==> src/core/bch_pkg.sv <==
// Purpose: shared constants and carrier types for the bch codec
// Assumes: code word bit i is the coefficient of x^i
// Notes:   information bit m_i sits at code word bit 8+i

package bch_pkg;

    // ------------------------------------------------------------
    // code geometry
    // ------------------------------------------------------------
    localparam int BCH_N = 15;
    localparam int BCH_K = 7;
    localparam int BCH_NPAR = 8;
    localparam int BCH_ENC_ROUNDS = 7;
    localparam int BCH_NCHK = 4;
    localparam int BCH_CNT_W = 4;
    localparam logic [BCH_CNT_W-1:0] BCH_LAST_BIT = 4'he;
    localparam logic [2:0] BCH_MAJ_MIN = 3'h3;

    // 1 + x^4 + x^6 + x^7 + x^8, bit i is the x^i coefficient
    localparam logic [8:0] BCH_GEN_POLY = 9'h1d1;

    // generator matrix rows, parity in bits 0..7, identity in 8..14
    localparam logic [14:0] BCH_GEN_ROW [0:6] = '{
        15'h01d1, 15'h0273, 15'h04e6, 15'h081d,
        15'h103a, 15'h2074, 15'h40e8
    };

    // check sums orthogonal on bit 14, built from parity check rows
    localparam logic [14:0] BCH_CHK_MASK [0:3] = '{
        15'h5808, 15'h4580, 15'h6022, 15'h4045
    };

    // ------------------------------------------------------------
    // carriers
    // ------------------------------------------------------------
    typedef struct packed {
        logic start;
        logic par_sel;
        logic [6:0] data;
    } bch_enc_req_type;

    typedef struct packed {
        logic busy;
        logic done;
        logic bit_val;
        logic bit_vld;
        logic [14:0] word;
    } bch_enc_rsp_type;

    typedef struct packed {
        logic start;
        logic bit_val;
        logic bit_vld;
    } bch_dec_req_type;

    typedef struct packed {
        logic busy;
        logic done;
        logic bit_val;
        logic bit_vld;
        logic [14:0] word;
        logic [6:0] data;
    } bch_dec_rsp_type;

endpackage

==> src/core/bch_codec.sv <==
// Purpose: bch(15,7) encoder and majority logic decoder, bit serial
// Assumes: requests come from logic on clk_i, so no synchronisers
// Notes:   serial order on both sides is code word bit 14 first (m6)

// ------------------------------------------------------------
// codec top
// ------------------------------------------------------------
module bch_codec (
    // clock and reset
    input wire logic clk_i,
    input wire logic rst_i,
    // encoder side
    input wire bch_pkg::bch_enc_req_type enc_req_i,
    output bch_pkg::bch_enc_rsp_type enc_rsp_o,
    // decoder side
    input wire bch_pkg::bch_dec_req_type dec_req_i,
    output bch_pkg::bch_dec_rsp_type dec_rsp_o
);
    import bch_pkg::*;

    // ------------------------------------------------------------
    // encoder control
    // ------------------------------------------------------------
    typedef enum logic [1:0] {
        ENC_IDLE,
        ENC_CALC,
        ENC_SEND
    } bch_enc_state_type;

    bch_enc_state_type enc_state_r;
    bch_enc_state_type enc_state_nxt;
    logic [6:0] enc_data_r;
    logic enc_par_sel_r;
    logic [14:0] enc_tx_r;
    logic [BCH_CNT_W-1:0] enc_cnt_r;
    bch_enc_rsp_type enc_rsp_r;

    wire enc_idle = (enc_state_r == ENC_IDLE);
    wire enc_take = enc_idle && enc_req_i.start;
    wire enc_send_last = (enc_cnt_r == BCH_LAST_BIT);
    wire lfsr_done;
    wire [7:0] lfsr_parity;
    wire [14:0] par_word;
    // serial result laid out as data times x^8 over the parity
    wire [14:0] lfsr_word = {enc_data_r, lfsr_parity};
    wire [14:0] enc_word = enc_par_sel_r ? par_word : lfsr_word;

    // the serial generator runs on every block; the matrix path only
    // replaces its result, so both can be cross-checked from outside
    bch_lfsr_enc u_lfsr (
        .clk_i(clk_i),
        .rst_i(rst_i),
        .start_i(enc_take),
        .data_i(enc_req_i.data),
        .busy_o(),
        .done_o(lfsr_done),
        .parity_o(lfsr_parity)
    );

    bch_par_enc u_par (
        .data_i(enc_data_r),
        .word_o(par_word)
    );

    always_comb begin
        enc_state_nxt = enc_state_r;
        case (enc_state_r)
            ENC_IDLE: begin
                if (enc_req_i.start) begin
                    enc_state_nxt = ENC_CALC;
                end
            end
            ENC_CALC: begin
                if (lfsr_done) begin
                    enc_state_nxt = ENC_SEND;
                end
            end
            ENC_SEND: begin
                if (enc_send_last) begin
                    enc_state_nxt = ENC_IDLE;
                end
            end
            default: begin
                enc_state_nxt = ENC_IDLE;
            end
        endcase
    end

    always_ff @(posedge clk_i) begin
        if (rst_i) begin
            enc_state_r <= ENC_IDLE;
            enc_cnt_r <= '0;
            enc_data_r <= 7'h00;
            enc_par_sel_r <= 1'b0;
            enc_tx_r <= 15'h0000;
        end else begin
            enc_state_r <= enc_state_nxt;
            if (enc_take) begin
                enc_data_r <= enc_req_i.data;
                enc_par_sel_r <= enc_req_i.par_sel;
            end
            if (enc_state_r == ENC_CALC && lfsr_done) begin
                enc_tx_r <= enc_word;
                enc_cnt_r <= '0;
            end else if (enc_state_r == ENC_SEND) begin
                // bit 14 (m6) leaves first
                enc_tx_r <= {enc_tx_r[13:0], 1'b0};
                enc_cnt_r <= enc_cnt_r + 4'h1;
            end
        end
    end

    // ------------------------------------------------------------
    // encoder outputs
    // ------------------------------------------------------------
    always_ff @(posedge clk_i) begin
        if (rst_i) begin
            enc_rsp_r <= '0;
        end else begin
            enc_rsp_r.done <= 1'b0;
            enc_rsp_r.bit_vld <= 1'b0;
            if (enc_take) begin
                enc_rsp_r.busy <= 1'b1;
            end
            if (enc_state_r == ENC_CALC && lfsr_done) begin
                enc_rsp_r.word <= enc_word;
            end
            if (enc_state_r == ENC_SEND) begin
                enc_rsp_r.bit_val <= enc_tx_r[14];
                enc_rsp_r.bit_vld <= 1'b1;
                if (enc_send_last) begin
                    enc_rsp_r.busy <= 1'b0;
                    enc_rsp_r.done <= 1'b1;
                end
            end
        end
    end

    assign enc_rsp_o = enc_rsp_r;

    // ------------------------------------------------------------
    // decoder datapath
    // ------------------------------------------------------------
    typedef enum logic [1:0] {
        DEC_IDLE,
        DEC_LOAD,
        DEC_FIX
    } bch_dec_state_type;

    bch_dec_state_type dec_state_r;
    bch_dec_state_type dec_state_nxt;
    logic [14:0] dec_sr_r;
    logic [14:0] dec_out_r;
    logic [BCH_CNT_W-1:0] dec_cnt_r;
    bch_dec_rsp_type dec_rsp_r;
    logic [BCH_NCHK-1:0] chk_sum;
    logic [2:0] chk_cnt [0:BCH_NCHK];

    // four sums, each orthogonal on the last register bit
    assign chk_cnt[0] = 3'h0;
    genvar gc;
    generate
        for (gc = 0; gc < BCH_NCHK; gc++) begin : g_chk
            assign chk_sum[gc] = ^(dec_sr_r & BCH_CHK_MASK[gc]);
            assign chk_cnt[gc+1] = chk_cnt[gc] + {2'b00, chk_sum[gc]};
        end
    endgenerate

    // two errors can fool at most two sums, so a clear majority decides
    wire maj = (chk_cnt[BCH_NCHK] >= BCH_MAJ_MIN);
    wire fixed_bit = dec_sr_r[14] ^ maj;
    wire dec_in_load = (dec_state_r == DEC_LOAD);
    wire dec_in_fix = (dec_state_r == DEC_FIX);
    wire dec_load_en = dec_in_load && dec_req_i.bit_vld;
    // input path during load, correction feedback afterwards
    wire dec_feed = dec_in_load ? dec_req_i.bit_val : fixed_bit;
    wire dec_shift = dec_load_en || dec_in_fix;
    wire dec_cnt_last = (dec_cnt_r == BCH_LAST_BIT);
    wire dec_take = (dec_state_r == DEC_IDLE) && dec_req_i.start;

    always_comb begin
        dec_state_nxt = dec_state_r;
        case (dec_state_r)
            DEC_IDLE: begin
                if (dec_req_i.start) begin
                    dec_state_nxt = DEC_LOAD;
                end
            end
            DEC_LOAD: begin
                if (dec_req_i.bit_vld && dec_cnt_last) begin
                    dec_state_nxt = DEC_FIX;
                end
            end
            DEC_FIX: begin
                if (dec_cnt_last) begin
                    dec_state_nxt = DEC_IDLE;
                end
            end
            default: begin
                dec_state_nxt = DEC_IDLE;
            end
        endcase
    end

    always_ff @(posedge clk_i) begin
        if (rst_i) begin
            dec_state_r <= DEC_IDLE;
            dec_sr_r <= 15'h0000;
            dec_out_r <= 15'h0000;
            dec_cnt_r <= '0;
        end else begin
            dec_state_r <= dec_state_nxt;
            if (dec_take) begin
                dec_cnt_r <= '0;
            end else if (dec_shift) begin
                // right shift toward bit 14, count wraps into the fix phase
                dec_sr_r <= {dec_sr_r[13:0], dec_feed};
                dec_cnt_r <= dec_cnt_last ? '0 : dec_cnt_r + 4'h1;
            end
            if (dec_in_fix) begin
                dec_out_r <= {dec_out_r[13:0], fixed_bit};
            end
        end
    end

    // ------------------------------------------------------------
    // decoder outputs
    // ------------------------------------------------------------
    always_ff @(posedge clk_i) begin
        if (rst_i) begin
            dec_rsp_r <= '0;
        end else begin
            dec_rsp_r.done <= 1'b0;
            dec_rsp_r.bit_vld <= 1'b0;
            if (dec_take) begin
                dec_rsp_r.busy <= 1'b1;
            end
            if (dec_in_fix) begin
                dec_rsp_r.bit_val <= fixed_bit;
                dec_rsp_r.bit_vld <= 1'b1;
                if (dec_cnt_last) begin
                    dec_rsp_r.busy <= 1'b0;
                    dec_rsp_r.done <= 1'b1;
                    dec_rsp_r.word <= {dec_out_r[13:0], fixed_bit};
                    dec_rsp_r.data <= dec_out_r[13:7];
                end
            end
        end
    end

    assign dec_rsp_o = dec_rsp_r;

endmodule // bch_codec

==> src/core/bch_lfsr_enc.sv <==
// Purpose: serial feedback shift register parity generator
// Assumes: start_i is a one-cycle pulse while the block is idle
// Notes:   seven rounds, parity ready on the done pulse

module bch_lfsr_enc (
    // clock and reset
    input wire logic clk_i,
    input wire logic rst_i,
    // request
    input wire logic start_i,
    input wire logic [6:0] data_i,
    // result
    output logic busy_o,
    output logic done_o,
    output logic [7:0] parity_o
);
    import bch_pkg::*;

    logic [14:0] sr_r;
    logic [14:0] sr_nxt;
    logic [2:0] cnt_r;
    logic busy_r;
    logic done_r;
    wire fb = sr_r[6] ^ sr_r[14];
    wire last_round = (cnt_r == 3'(BCH_ENC_ROUNDS - 1));

    // ------------------------------------------------------------
    // one round: shift right, feed back, modulo-2 sum
    // ------------------------------------------------------------
    assign sr_nxt[0] = 1'b0;
    assign sr_nxt[7] = fb & BCH_GEN_POLY[0];
    genvar gi;
    generate
        for (gi = 1; gi < 7; gi++) begin : g_msg
            assign sr_nxt[gi] = sr_r[gi-1];
        end
        for (gi = 1; gi < 8; gi++) begin : g_tap
            assign sr_nxt[7+gi] = sr_r[6+gi] ^ (fb & BCH_GEN_POLY[gi]);
        end
    endgenerate

    always_ff @(posedge clk_i) begin
        if (rst_i) begin
            sr_r <= 15'h0000;
            cnt_r <= 3'h0;
            busy_r <= 1'b0;
            done_r <= 1'b0;
        end else begin
            done_r <= 1'b0;
            if (start_i && !busy_r) begin
                // message in 0..6 with m6 nearest the taps, zeros for parity
                sr_r <= {8'h00, data_i};
                cnt_r <= 3'h0;
                busy_r <= 1'b1;
            end else if (busy_r) begin
                sr_r <= sr_nxt;
                cnt_r <= cnt_r + 3'h1;
                if (last_round) begin
                    busy_r <= 1'b0;
                    done_r <= 1'b1;
                end
            end
        end
    end

    assign busy_o = busy_r;
    assign done_o = done_r;
    assign parity_o = sr_r[14:7];

endmodule // bch_lfsr_enc

==> src/core/bch_par_enc.sv <==
// Purpose: parallel generator matrix encoder
// Assumes: data_i bit i is information bit m_i
// Notes:   purely combinational, one gated xor stage per row, chained over the seven rows

module bch_par_enc (
    // information word
    input wire logic [6:0] data_i,
    // code word
    output logic [14:0] word_o
);
    import bch_pkg::*;

    logic [14:0] acc [0:7];

    assign acc[0] = 15'h0000;
    genvar gi;
    generate
        for (gi = 0; gi < 7; gi++) begin : g_row
            assign acc[gi+1] = acc[gi] ^ (data_i[gi] ? BCH_GEN_ROW[gi]
                                                      : 15'h0000);
        end
    endgenerate

    assign word_o = acc[7];

endmodule // bch_par_enc

==> config.mk <==
export PLATFORM = sky130hd
export DESIGN_NAME = bch_codec
export DESIGN_NICKNAME = d
export VERILOG_FILES = /design/src/core/bch_pkg.sv /design/src/core/bch_codec.sv /design/src/core/bch_lfsr_enc.sv /design/src/core/bch_par_enc.sv
export SDC_FILE = /design/constraint.sdc
export NUM_CORES = 1
export LEC_CHECK = 0
export BUFFER_PORTS_ARGS = -buffer_cell sky130_fd_sc_hd__buf_2
export CELL_PAD_IN_SITES_DETAIL_PLACEMENT = 1
export CELL_PAD_IN_SITES_GLOBAL_PLACEMENT = 1
export CORE_UTILIZATION = 30
export CTS_CLUSTER_DIAMETER = 30
export DETAILED_ROUTE_END_ITERATION = 10
export GPL_ROUTABILITY_DRIVEN = 0
export PLACE_DENSITY = 0.64
export SYNTH_ARGS = -nofsm -noshare
export SYNTH_HDL_FRONTEND = slang
export SYNTH_SLANG_ARGS = --single-unit
==> constraint.sdc <==
create_clock -name clk_i -period 7.2 [get_ports clk_i]
set_input_delay 1.08 -clock clk_i [delete_from_list [all_inputs] [get_ports clk_i]]
set_output_delay 1.08 -clock clk_i [all_outputs]
set_load 0.01 [all_outputs]
==> qor.yml, run 1 <==
ctsHoldBuffers: 0
overflow: 0
cts_tree: "done"
cts_setup_buffers: 0
grt_max_degree: 74
cap_violations: 0
drc: 0
synthFlopType: "dfxtp_1"
syn_avg_cell_area_sq_um: 8.336
p_per_area_nw_per_um2: 276.8
ioPinCount: 59
critPathArrivalTime_ns: 2.98
antenna_found_initial: 0
synthCells: 596
ir_worst_vdd_uv: 178.5
n_antenna_cell: 0
cts_made_buffers: 17
rsz0062_at_grt: "no"
seq_area_frac_synth: 0.4875
netlist_area_sq_um: 4969
wl_mm: 11.74
skew_ns: 0.007960
io_buffers: 58
multi_input_area_sq_um: 2262
synthArstFlopShare: 0
nFillCells: 1938
drv_slew: 0
finalHoldViolCount: 0
p_leak_nw: 2.228
ys.warnings.count: 0
dieArea_sq_um: 17080
synth_fp_nets: 617
insertion_delay_ns: 0.41
synthMostInstantiatedCell: "nand2_1"
endpoint_kind: "flip-flop"
cts_buffer_depth: 2
regArea_sq_um: 2422
clock.fmax_mhz: 377.1
yosysTopAreaCell: "dfxtp_1"
synth_edf_count: 0
cts_max_level: 4
grt_pass1_vias: 3911
netlist_top_cells_area: "dfxtp_1, nand2_1, a21oi_1"
fp.dieH_microns: 130.7
wl_per_cell_microns: 13.74
cts.reportedPaths.clkPinSlew_ns: 0.06
grt_usage: 0.1464
dr_total_vias: 4022
netlist.area_leader.share: 0.4875
drt_pass1_iterations: 4
hpwl_mm: 7.912
critPathRequiredTime_ns: 7.53
start_util: 0.3105
num_rows: 46
finalSetupTns_ns: 0
ys_top_cells_by_count: "nand2_1, dfxtp_1, a21oi_1"
critPathLaunchType: "flip-flop"
syn2layout_area_growth_pct: 19.14
status: "finished, final reports clean"
core_sq_um: 16000
fin_nets: 646
post_cts_resized: 0
path_class: "flip-flop to flip-flop"
grt_pass1_wl_mm: 19.45
tightest_slew_ns: 1.225
drtIter0Drc: 182
hold_class: "flip-flop to flip-flop"
postRouteAntennaNets: 0
ys_types: 46
setup_violations: 0
clkSinkCount: 121
worst-path-max-fanout: 6
relSlewSlack: 0.1781
ys_ff_latch: 121
drive_above_1_share: 0.1473
root_buffer: "clkbuf_16"
die_w_microns: 130.7
min_period_ns: 2.652
fin_crit_sh: 0.3683
hold_slack_ns: 0.4489
vias_per_cell: 4.710
path summary, 6_finish.rpt:
check                                   start             to  slack (ns)  cells past startpoint
worst max register to register   dec_sr_r[14]    dec_sr_r[0]        4.55                     10
worst min-delay path            enc_rsp_o[13]  enc_rsp_o[13]        0.45                      2
worst max-delay path             dec_sr_r[14]    dec_sr_r[0]        4.55                     10
worst min register to register  enc_rsp_o[13]  enc_rsp_o[13]        0.45                      2
registers in the layout, summed over array words and instances, names as in the netlist:
signal / cells
u_lfsr.busy_o: 1
enc_data_r: 7
dec_out_r: 14
dec_sr_r: 15
dec_cnt_r: 4
dec_state_r: 2
enc_tx_r: 15
enc_rsp_o: 19
enc_par_sel_r: 1
dec_rsp_o: 18
enc_cnt_r: 4
u_lfsr.done_o: 1
enc_state_r: 2
u_lfsr.sr_r: 15
u_lfsr.cnt_r: 3
routing by layer:
metal	GRT usage	part of all wire	vias to the layer above
met5	0	0	-
met1	0.1902	0.50	1923
li1	-	-	2028
met3	0.04397	0.035	11
met2	0.2312	0.46	60
met4	0.04868	0.010	0
final cells by class:
cell class / instances / share of cell area
tap: 216 / 0.04566
sequential: 121 / 0.4092
multi-input combinational: 414 / 0.3822
clock inverter: 11 / 0.02452
inverter: 11 / 0.006975
timing repair buffer: 60 / 0.05200
clock buffer: 21 / 0.07948
cells by family (layout without fill, tap and decap cells):
group | after synthesis | count (layout) | synth area share
xor+xnor | 37 | 37 | 0.07378
compound gates | 129 | 129 | 0.1481
buf+inv | 61 | 103 | 0.05716
fa+ha+maj | 7 | 7 | 0.01914
flops | 121 | 121 | 0.4875
mux | 11 | 11 | 0.02241
simple gates | 230 | 230 | 0.1919
power breakdown:
| group | switching (W) | total [W] | leakage (nW) | internal [W] |
|---|---|---|---|---|
| clock | 0.000305 | 0.000875 | 0.295 | 0.000570 |
| sequential | 0.0000165 | 0.000696 | 0.978 | 0.000680 |
| combinational | 0.0000368 | 0.0000672 | 0.955 | 0.0000304 |
layout by cell type, fill, tap and decap left out, types with 11 or more instances in the layout:
cell and count:
a21oi_1 82, buf_2 57, clkbuf_16 17, dfxtp_1 121, inv_1 11, nand2_1 162
nor2_1 33, nor3_1 16, xnor2_1 28
per-stage QoR:
step | util | total power [W] | instance area, sq um | instances | worst slack, ns
final | 0.3700 | 0.001639 | 5919 | 854 | 4.548
after global routing | 0.3700 | 0.001702 | 5919 | 854 | 4.372
after CTS | 0.3700 | 0.001659 | 5919 | 854 | 4.513
after detailed placement | 0.3315 | 0.0007784 | 5304 | 822 | 4.313
after global placement | 0.3315 | 0.0007760 | 5304 | 822 | 4.386
after floorplan | - | 0.0007608 | 4969 | 596 | 4.671
worst max-delay path: stages, from the launching register on:
cell and delay (ns):
dfxtp_1 0.50, xnor2_1 0.14, xnor2_1 0.16, fa_1 0.55, inv_1 0.04, ha_1 0.19
ha_1 0.27, a21oi_1 0.15, xnor2_1 0.20, mux2i_1 0.12, a211oi_1 0.25
Note: power is estimated with default switching activity, not from simulation.
==> inputs of run 2 (changes only) <==
--- a/config.mk
+++ b/config.mk
@@ -5,6 +5,7 @@
 export SDC_FILE = /design/constraint.sdc
 export NUM_CORES = 1
 export LEC_CHECK = 0
+export ABC_AREA = 1
 export BUFFER_PORTS_ARGS = -buffer_cell sky130_fd_sc_hd__buf_2
 export CELL_PAD_IN_SITES_DETAIL_PLACEMENT = 1
 export CELL_PAD_IN_SITES_GLOBAL_PLACEMENT = 1
@@ -12,7 +13,7 @@
 export CTS_CLUSTER_DIAMETER = 30
 export DETAILED_ROUTE_END_ITERATION = 10
 export GPL_ROUTABILITY_DRIVEN = 0
-export PLACE_DENSITY = 0.64
+export PLACE_DENSITY = 0.67
 export SYNTH_ARGS = -nofsm -noshare
 export SYNTH_HDL_FRONTEND = slang
 export SYNTH_SLANG_ARGS = --single-unit
==> constraint.sdc (replaced) <==
create_clock -name clk_i -period 2.4 [get_ports clk_i]
set_input_delay 0.36 -clock clk_i [delete_from_list [all_inputs] [get_ports clk_i]]
set_output_delay 0.36 -clock clk_i [all_outputs]
set_load 0.01 [all_outputs]
==> qor.yml, run 2 <==
r2r_start: "dec_sr_r[14]"
fin_crit_sh: 0.9607  # +0.5924
die_w_microns: 131.3  # +0.47%
dieArea_sq_um: 17240  # +0.94%
fin_nets: 705  # +9.1%
overflow: 0  # unchanged
syn_avg_cell_area_sq_um: 7.912  # -5.1%
grt_max_degree: 32  # -57%
r2r_setup_slack_ns: 0.09  # -4.45 ns
path_class: "flip-flop to flip-flop"
yosysTopAreaCell: "dfxtp_1"
clock.fmax_mhz: 433.7  # +15%
ys.warnings.count: 0  # unchanged
core_sq_um: 16120  # +0.72%
ys_types: 38  # -17%
ioPinCount: 59  # unchanged
drtIter0Drc: 179  # -1.6%
postRouteAntennaNets: 0  # unchanged
drv_slew: 0  # unchanged
critPathLaunch: "dec_sr_r[14]"
design_area_sq_um: 6060  # +2.4%
setup_violations: 0  # unchanged
wl_met3_microns: 441  # +7.8%
start_util: 0.3113  # +0.0007323
min_period_ns: 2.306  # -0.3462 ns
vias_per_cell: 4.647  # -1.3%
n_antenna_cell: 0  # unchanged
cts.reportedPaths.clkPinSlew_ns: 0.06  # about the same
hpwl_mm: 9.064  # +15%
wl_per_cell_microns: 13.98  # +1.7%
worst_path_max_delay_cell: "fa_1"
place_area_sq_um: 5439  # +2.5%
cts_made_buffers: 17  # unchanged
final_cell_mix: "dfxtp_1, nand2_1, buf_2"
cp_num_buf_inv: 3  # +2
crit_family: "adder cells"
ctsHoldBuffers: 0  # unchanged
antenna_found_initial: 0  # unchanged
synthFlopType: "dfxtp_1"
layout.cells.non_filler: 913  # +6.9%
cts_max_level: 4  # unchanged
critPathLaunchType: "flip-flop"
finalHoldViolCount: 0  # unchanged
synthArstFlopShare: 0  # unchanged
endpoint_kind: "flip-flop"
relSlewSlack: 0.6830  # +0.5049
synthMostInstantiatedCell: "dfxtp_1"
ff2ff_path_depth: 12  # +2
p_total_w: 0.005034  # +210%
drt_pass1_iterations: 4  # unchanged
largest_reg_flops: 19  # unchanged
drive_above_1_share: 0.2037  # +0.05639
num_rows: 46  # unchanged
skew_ns: 0.007186  # -0.0007740 ns
min_from: "dec_req_i[0]"
cpMostUsedCell: "inv_1"
netlist_area_sq_um: 5016  # +0.96%
ys_top_cells_by_count: "dfxtp_1, nand2_1, nor2_1"
critPathArrivalTime_ns: 2.62  # -0.36 ns
syn2layout_area_growth_pct: 20.80
critPathCapture: "dec_out_r[0]"
final_common_cell: "dfxtp_1"
worst-path-max-fanout: 4  # -2
crit_cells: 12  # +2
tightest_slew_ns: 0.4724  # -0.7523 ns
drc: 0  # unchanged
wl_mm: 12.76  # +8.8%
rsz0062_at_grt: "yes"
dr_wl_met2_mm: 6.182  # +15%
hold_path_depth: 4  # +2
fp.dieH_microns: 131.3  # +0.47%
dr_total_vias: 4243  # +5.5%
synthCells: 634  # +6.4%
status: "finished, final reports clean"
ir_worst_vdd_uv: 594.5  # +230%
grt_usage: 0.1554  # +0.009038
hold_class: "input port to flip-flop"
synth_fp_nets: 655  # +6.2%
netlist.area_leader.share: 0.4829  # -0.004621
hold_slack_ns: 0.2332  # -0.2157 ns
critPathRequiredTime_ns: 2.71  # -4.82 ns
cap_violations: 0  # unchanged
root_buffer: "clkbuf_16"
rr_endpoint: "dec_out_r[0]"
io_buffers: 58  # unchanged
clkSinkCount: 121  # unchanged
cts_buffer_depth: 2  # unchanged
insertion_delay_ns: 0.42  # about the same
p_leak_nw: 2.531  # +14%
met1Wirelength_mm: 5.909  # +1.5%
placedCellCount: 881  # +7.2%
p_per_area_nw_per_um2: 830.7  # +200%
cpPeakStageDelay_ns: 0.47  # -0.08 ns
ys_ff_latch: 121  # unchanged
netlist_top_cells_area: "dfxtp_1, nand2_1, a21oi_1"
grt_pass1_wl_mm: 21.23  # +9.2%
cts_tree: "done"
seq_area_frac_synth: 0.4829  # -0.004621
grt_pass1_vias: 4250  # +8.7%
crit_chain: "xor2_1, xnor2_1, inv_1, fa_1, inv_1, ha_2, ha_4, a21oi_4, xor2_2, nand2_1, o211ai_1, inv_1"
synth_edf_count: 0  # unchanged
top_layer: "met4"
run 2: stage by stage:
stage | setup slack [ns] | utilization | setup TNS (ns)
finish | 0.09435 | 0.3760 | 0
global route | -0.04770 | 0.3760 | -0.09274
CTS | 0.04126 | 0.3755 | 0
detailed placement | -0.1953 | 0.3375 | -0.4835
global placement | -0.07197 | 0.3375 | -0.1438
floorplan | 0.009015 | - | 0
run 2: layout make-up:
class / count / area (sq um)
fill: 1972 / 10060
sequential: 121 / 2426
multi-input combinational: 410 / 2160
clock buffer: 18 / 439.2
timing repair buffer: 69 / 372.9
tap: 216 / 270.3
inverter: 65 / 244.0
clock inverter: 14 / 147.6
run 2: worst min-delay path: cells and delay by family:
family                 cells  cell delay, ns
AOI/OAI and AO/OA          1            0.05
buffers and inverters      1            0.09
and+or+nand+nor            2            0.10
run 2: how the worst min path moves through the flow:
stage	endpoint	slack [ns]
after global placement	dec_rsp_o[25]	0.43
after detailed placement	dec_rsp_o[25]	0.44
after floorplan	dec_out_r[13]	0.43
after CTS	dec_state_r[0]	0.21
after global routing	dec_state_r[1]	0.26
final	dec_state_r[0]	0.23
run 2: routing by layer:
metal  vias to the layer above  GRT usage
met3                        18    0.04321
met5                         -          0
met4                         0    0.06654
met2                        70     0.2633
li1                       2158          -
met1                      1997     0.1835
run 2: logic make-up (layout without fill, tap and decap cells):
logic type / count (synthesis) / after routing / share of synthesized area
AO/OA/AOI/OAI: 152 / 152 / 0.1689
adder cells (fa/ha/maj): 7 / 7 / 0.01896
flip-flops: 121 / 121 / 0.4829
XOR/XNOR: 20 / 20 / 0.03492
multiplexers: 1 / 1 / 0.001996
AND/OR/NAND/NOR: 230 / 230 / 0.1991
buffers and inverters: 103 / 166 / 0.09329
run 2: repair_timing:
action	4_1_cts	5_1_grt
buffers inserted	0	0
pin swaps	6	2
endpoints found under the setup margin	3	3
gates resized for setup	5	1
run 2: power breakdown:
part | switching (W) | internal (W) | total [W]
combinational | 0.000262 | 0.000169 | 0.000430
clock | 0.000946 | 0.00156 | 0.00250
sequential | 0.0000443 | 0.00206 | 0.00210
total | 0.00125 | 0.00378 | 0.00503
==> inputs of run 3 (changes only) <==
--- a/config.mk
+++ b/config.mk
@@ -14,6 +14,7 @@
 export DETAILED_ROUTE_END_ITERATION = 10
 export GPL_ROUTABILITY_DRIVEN = 0
 export PLACE_DENSITY = 0.67
+export RECOVER_POWER = 100
 export SYNTH_ARGS = -nofsm -noshare
 export SYNTH_HDL_FRONTEND = slang
 export SYNTH_SLANG_ARGS = --single-unit
==> qor.yml, run 3 (synthesis gave the netlist of run 2 again) <==
grt_pass1_vias: 4250  # unchanged
finalSetupTns_ns: 0  # unchanged
place_ws_ns: -0.1953  # unchanged
p_leak_nw: 2.312  # -8.7%
dieArea_sq_um: 17240  # unchanged
finalHoldViolCount: 0  # unchanged
hold_slack_ns: 0.2310  # -0.002296 ns
fin_util: 0.3680  # -0.007997
path_class: "flip-flop to flip-flop"
n_antenna_cell: 0  # unchanged
drt_pass1_iterations: 4  # unchanged
root_buffer: "clkbuf_16"
core_sq_um: 16120  # unchanged
final_cell_mix: "nand2_1, dfxtp_1, o21ai_0"
grtUsageMet1: 0.1835  # unchanged
cts_made_buffers: 17  # unchanged
fin_nets: 705  # unchanged
largest_reg_flops: 19  # unchanged
cts_buffer_depth: 2  # unchanged
hpwl_mm: 9.064  # unchanged
clkSinkCount: 121  # unchanged
setup_violations: 0  # unchanged
drive_above_1_share: 0.1062  # -0.09756
io_buffers: 58  # unchanged
postRouteAntennaNets: 0  # unchanged
switching_share: 0.2491  # about the same
fp.dieH_microns: 131.3  # unchanged
dr_total_vias: 4236  # -0.16%
pwr-share-seq: 0.417  # about the same
min_period_ns: 2.306  # +0.0005793 ns
nFillCells: 1992  # +1.0%
grt_max_degree: 32  # unchanged
relSlewSlack: 0.5517  # -0.1313
ir_worst_vdd_uv: 600.7  # +1.1%
insertion_delay_ns: 0.42  # about the same
cts_max_level: 4  # unchanged
cap_violations: 0  # unchanged
die_w_microns: 131.3  # unchanged
grt_usage: 0.1554  # unchanged
grt_most_used_layer: "met2"
overflow: 0  # unchanged
r2r_setup_slack_ns: 0.09  # about the same
skew_ns: 0.008572  # +0.001386 ns
pwr-share-clk: 0.499  # +0.002
num_rows: 46  # unchanged
syn2layout_area_growth_pct: 18.23
rsz0062_at_grt: "yes"
endpoint_kind: "flip-flop"
grtUsageMet3: 0.04321  # unchanged
grt_use_met2: 0.2633  # unchanged
critPathRequiredTime_ns: 2.71  # about the same
fin_crit_sh: 0.9609  # about the same
final_common_cell: "nand2_1"
cts.reportedPaths.clkPinSlew_ns: 0.06  # about the same
cts_tree: "done"
ioPinCount: 59  # unchanged
worst-path-max-fanout: 4  # unchanged
wl_per_cell_microns: 14.10  # +0.87%
drv_slew: 0  # unchanged
status: "finished, final reports clean"
p_switching_w: 0.001253  # about the same
drc: 0  # unchanged
fin_ws_ns: 0.09377  # -0.0005793 ns
p_total_w: 0.005029  # about the same
cts_setup_buffers: 0  # unchanged
critPathLaunchType: "flip-flop"
critPathArrivalTime_ns: 2.62  # about the same
p_int_w: 0.003777  # -0.12%
hold_class: "input port to flip-flop"
p_per_area_nw_per_um2: 848.0  # +2.1%
start_util: 0.3113  # unchanged
power_frac_comb: 0.084  # -0.002
grt_pass1_wl_mm: 21.23  # unchanged
drtIter0Drc: 161  # -10%
vias_per_cell: 4.640  # -0.16%
ctsHoldBuffers: 0  # unchanged
clock.fmax_mhz: 433.6  # about the same
tightest_slew_ns: 0.6718  # +0.1994 ns
wl_mm: 12.87  # +0.87%
antenna_found_initial: 0  # unchanged
-- run 3: cell types whose count changed in the layout (fill, tap and decap cells not counted), moves of 3 or more --
| cell | before | now |
|---|---|---|
| clkbuf_1 | 0 | 45 |
| buf_2 | 58 | 14 |
| o21ai_0 | 48 | 71 |
| o21ai_1 | 29 | 6 |
| inv_1 | 50 | 57 |
| inv_2 | 13 | 6 |
| nor2_1 | 53 | 60 |
| nand2_1 | 116 | 121 |
| nand2_2 | 4 | 0 |
| nor2_2 | 5 | 1 |
| nor2_4 | 5 | 2 |
| o211ai_1 | 10 | 13 |
| o211ai_2 | 5 | 2 |
-- run 3: timing repair --
item                       CTS  global route
resized for setup            5             1
setup endpoints to repair    3             3
pin swaps                    6             2
-- run 3: power groups by stage --
stage | registers (W) | logic, W | clock network [W]
floorplan | 0.00213 | 0.000297 | 0
global route | 0.00210 | 0.000472 | 0.00267
detailed placement | 0.00214 | 0.000387 | 0
CTS | 0.00210 | 0.000409 | 0.00256
global placement | 0.00214 | 0.000370 | 0
finish | 0.00210 | 0.000422 | 0.00251
-- run 3: worst paths after layout --
check                 from             end  cells after the start
max           dec_sr_r[14]    dec_out_r[0]                     12
min           dec_req_i[0]  dec_state_r[0]                      4
max reg2reg   dec_sr_r[14]    dec_out_r[0]                     12
min reg2reg  dec_rsp_o[25]   dec_rsp_o[25]                      2
-- run 3: cell type report --
cell class	instances	area [sq um]	area share
Clock buffer	18	439.2	0.07405
Clock inverter	14	147.6	0.02489
Inverter	65	244.0	0.04114
Multi-Input combinational cell	410	2090	0.3523
Sequential cell	121	2426	0.4091
Tap cell	216	270.3	0.04557
Timing Repair Buffer	69	314.1	0.05295
-- run 3: through the flow --
| step | instances | instance area [sq um] |
|---|---|---|
| 6_report | 913 | 5931 |
| 5_1_grt | 913 | 5931 |
| 4_1_cts | 913 | 6052 |
| 3_5_place_dp | 881 | 5439 |
| 3_3_place_gp | 881 | 5439 |
| 2_1_floorplan | 634 | 5026 |
-- run 3: metal layers --
metal	up-vias	part of all wire	routed length, microns
met5	-	0	0
met4	0	0.018	232
met3	18	0.036	458
met2	65	0.48	6225
met1	2001	0.46	5958
li1	2152	-	-
-- run 3: critical path, stage by stage (launching register included) --
cell and delay, ns:
dfxtp_4 0.37, xor2_1 0.17, xnor2_1 0.14, inv_1 0.07, fa_1 0.47, inv_1 0.04
ha_2 0.19, ha_4 0.22, a21oi_4 0.14, xor2_2 0.18, nand2_1 0.07, o211ai_1 0.08
inv_1 0.05
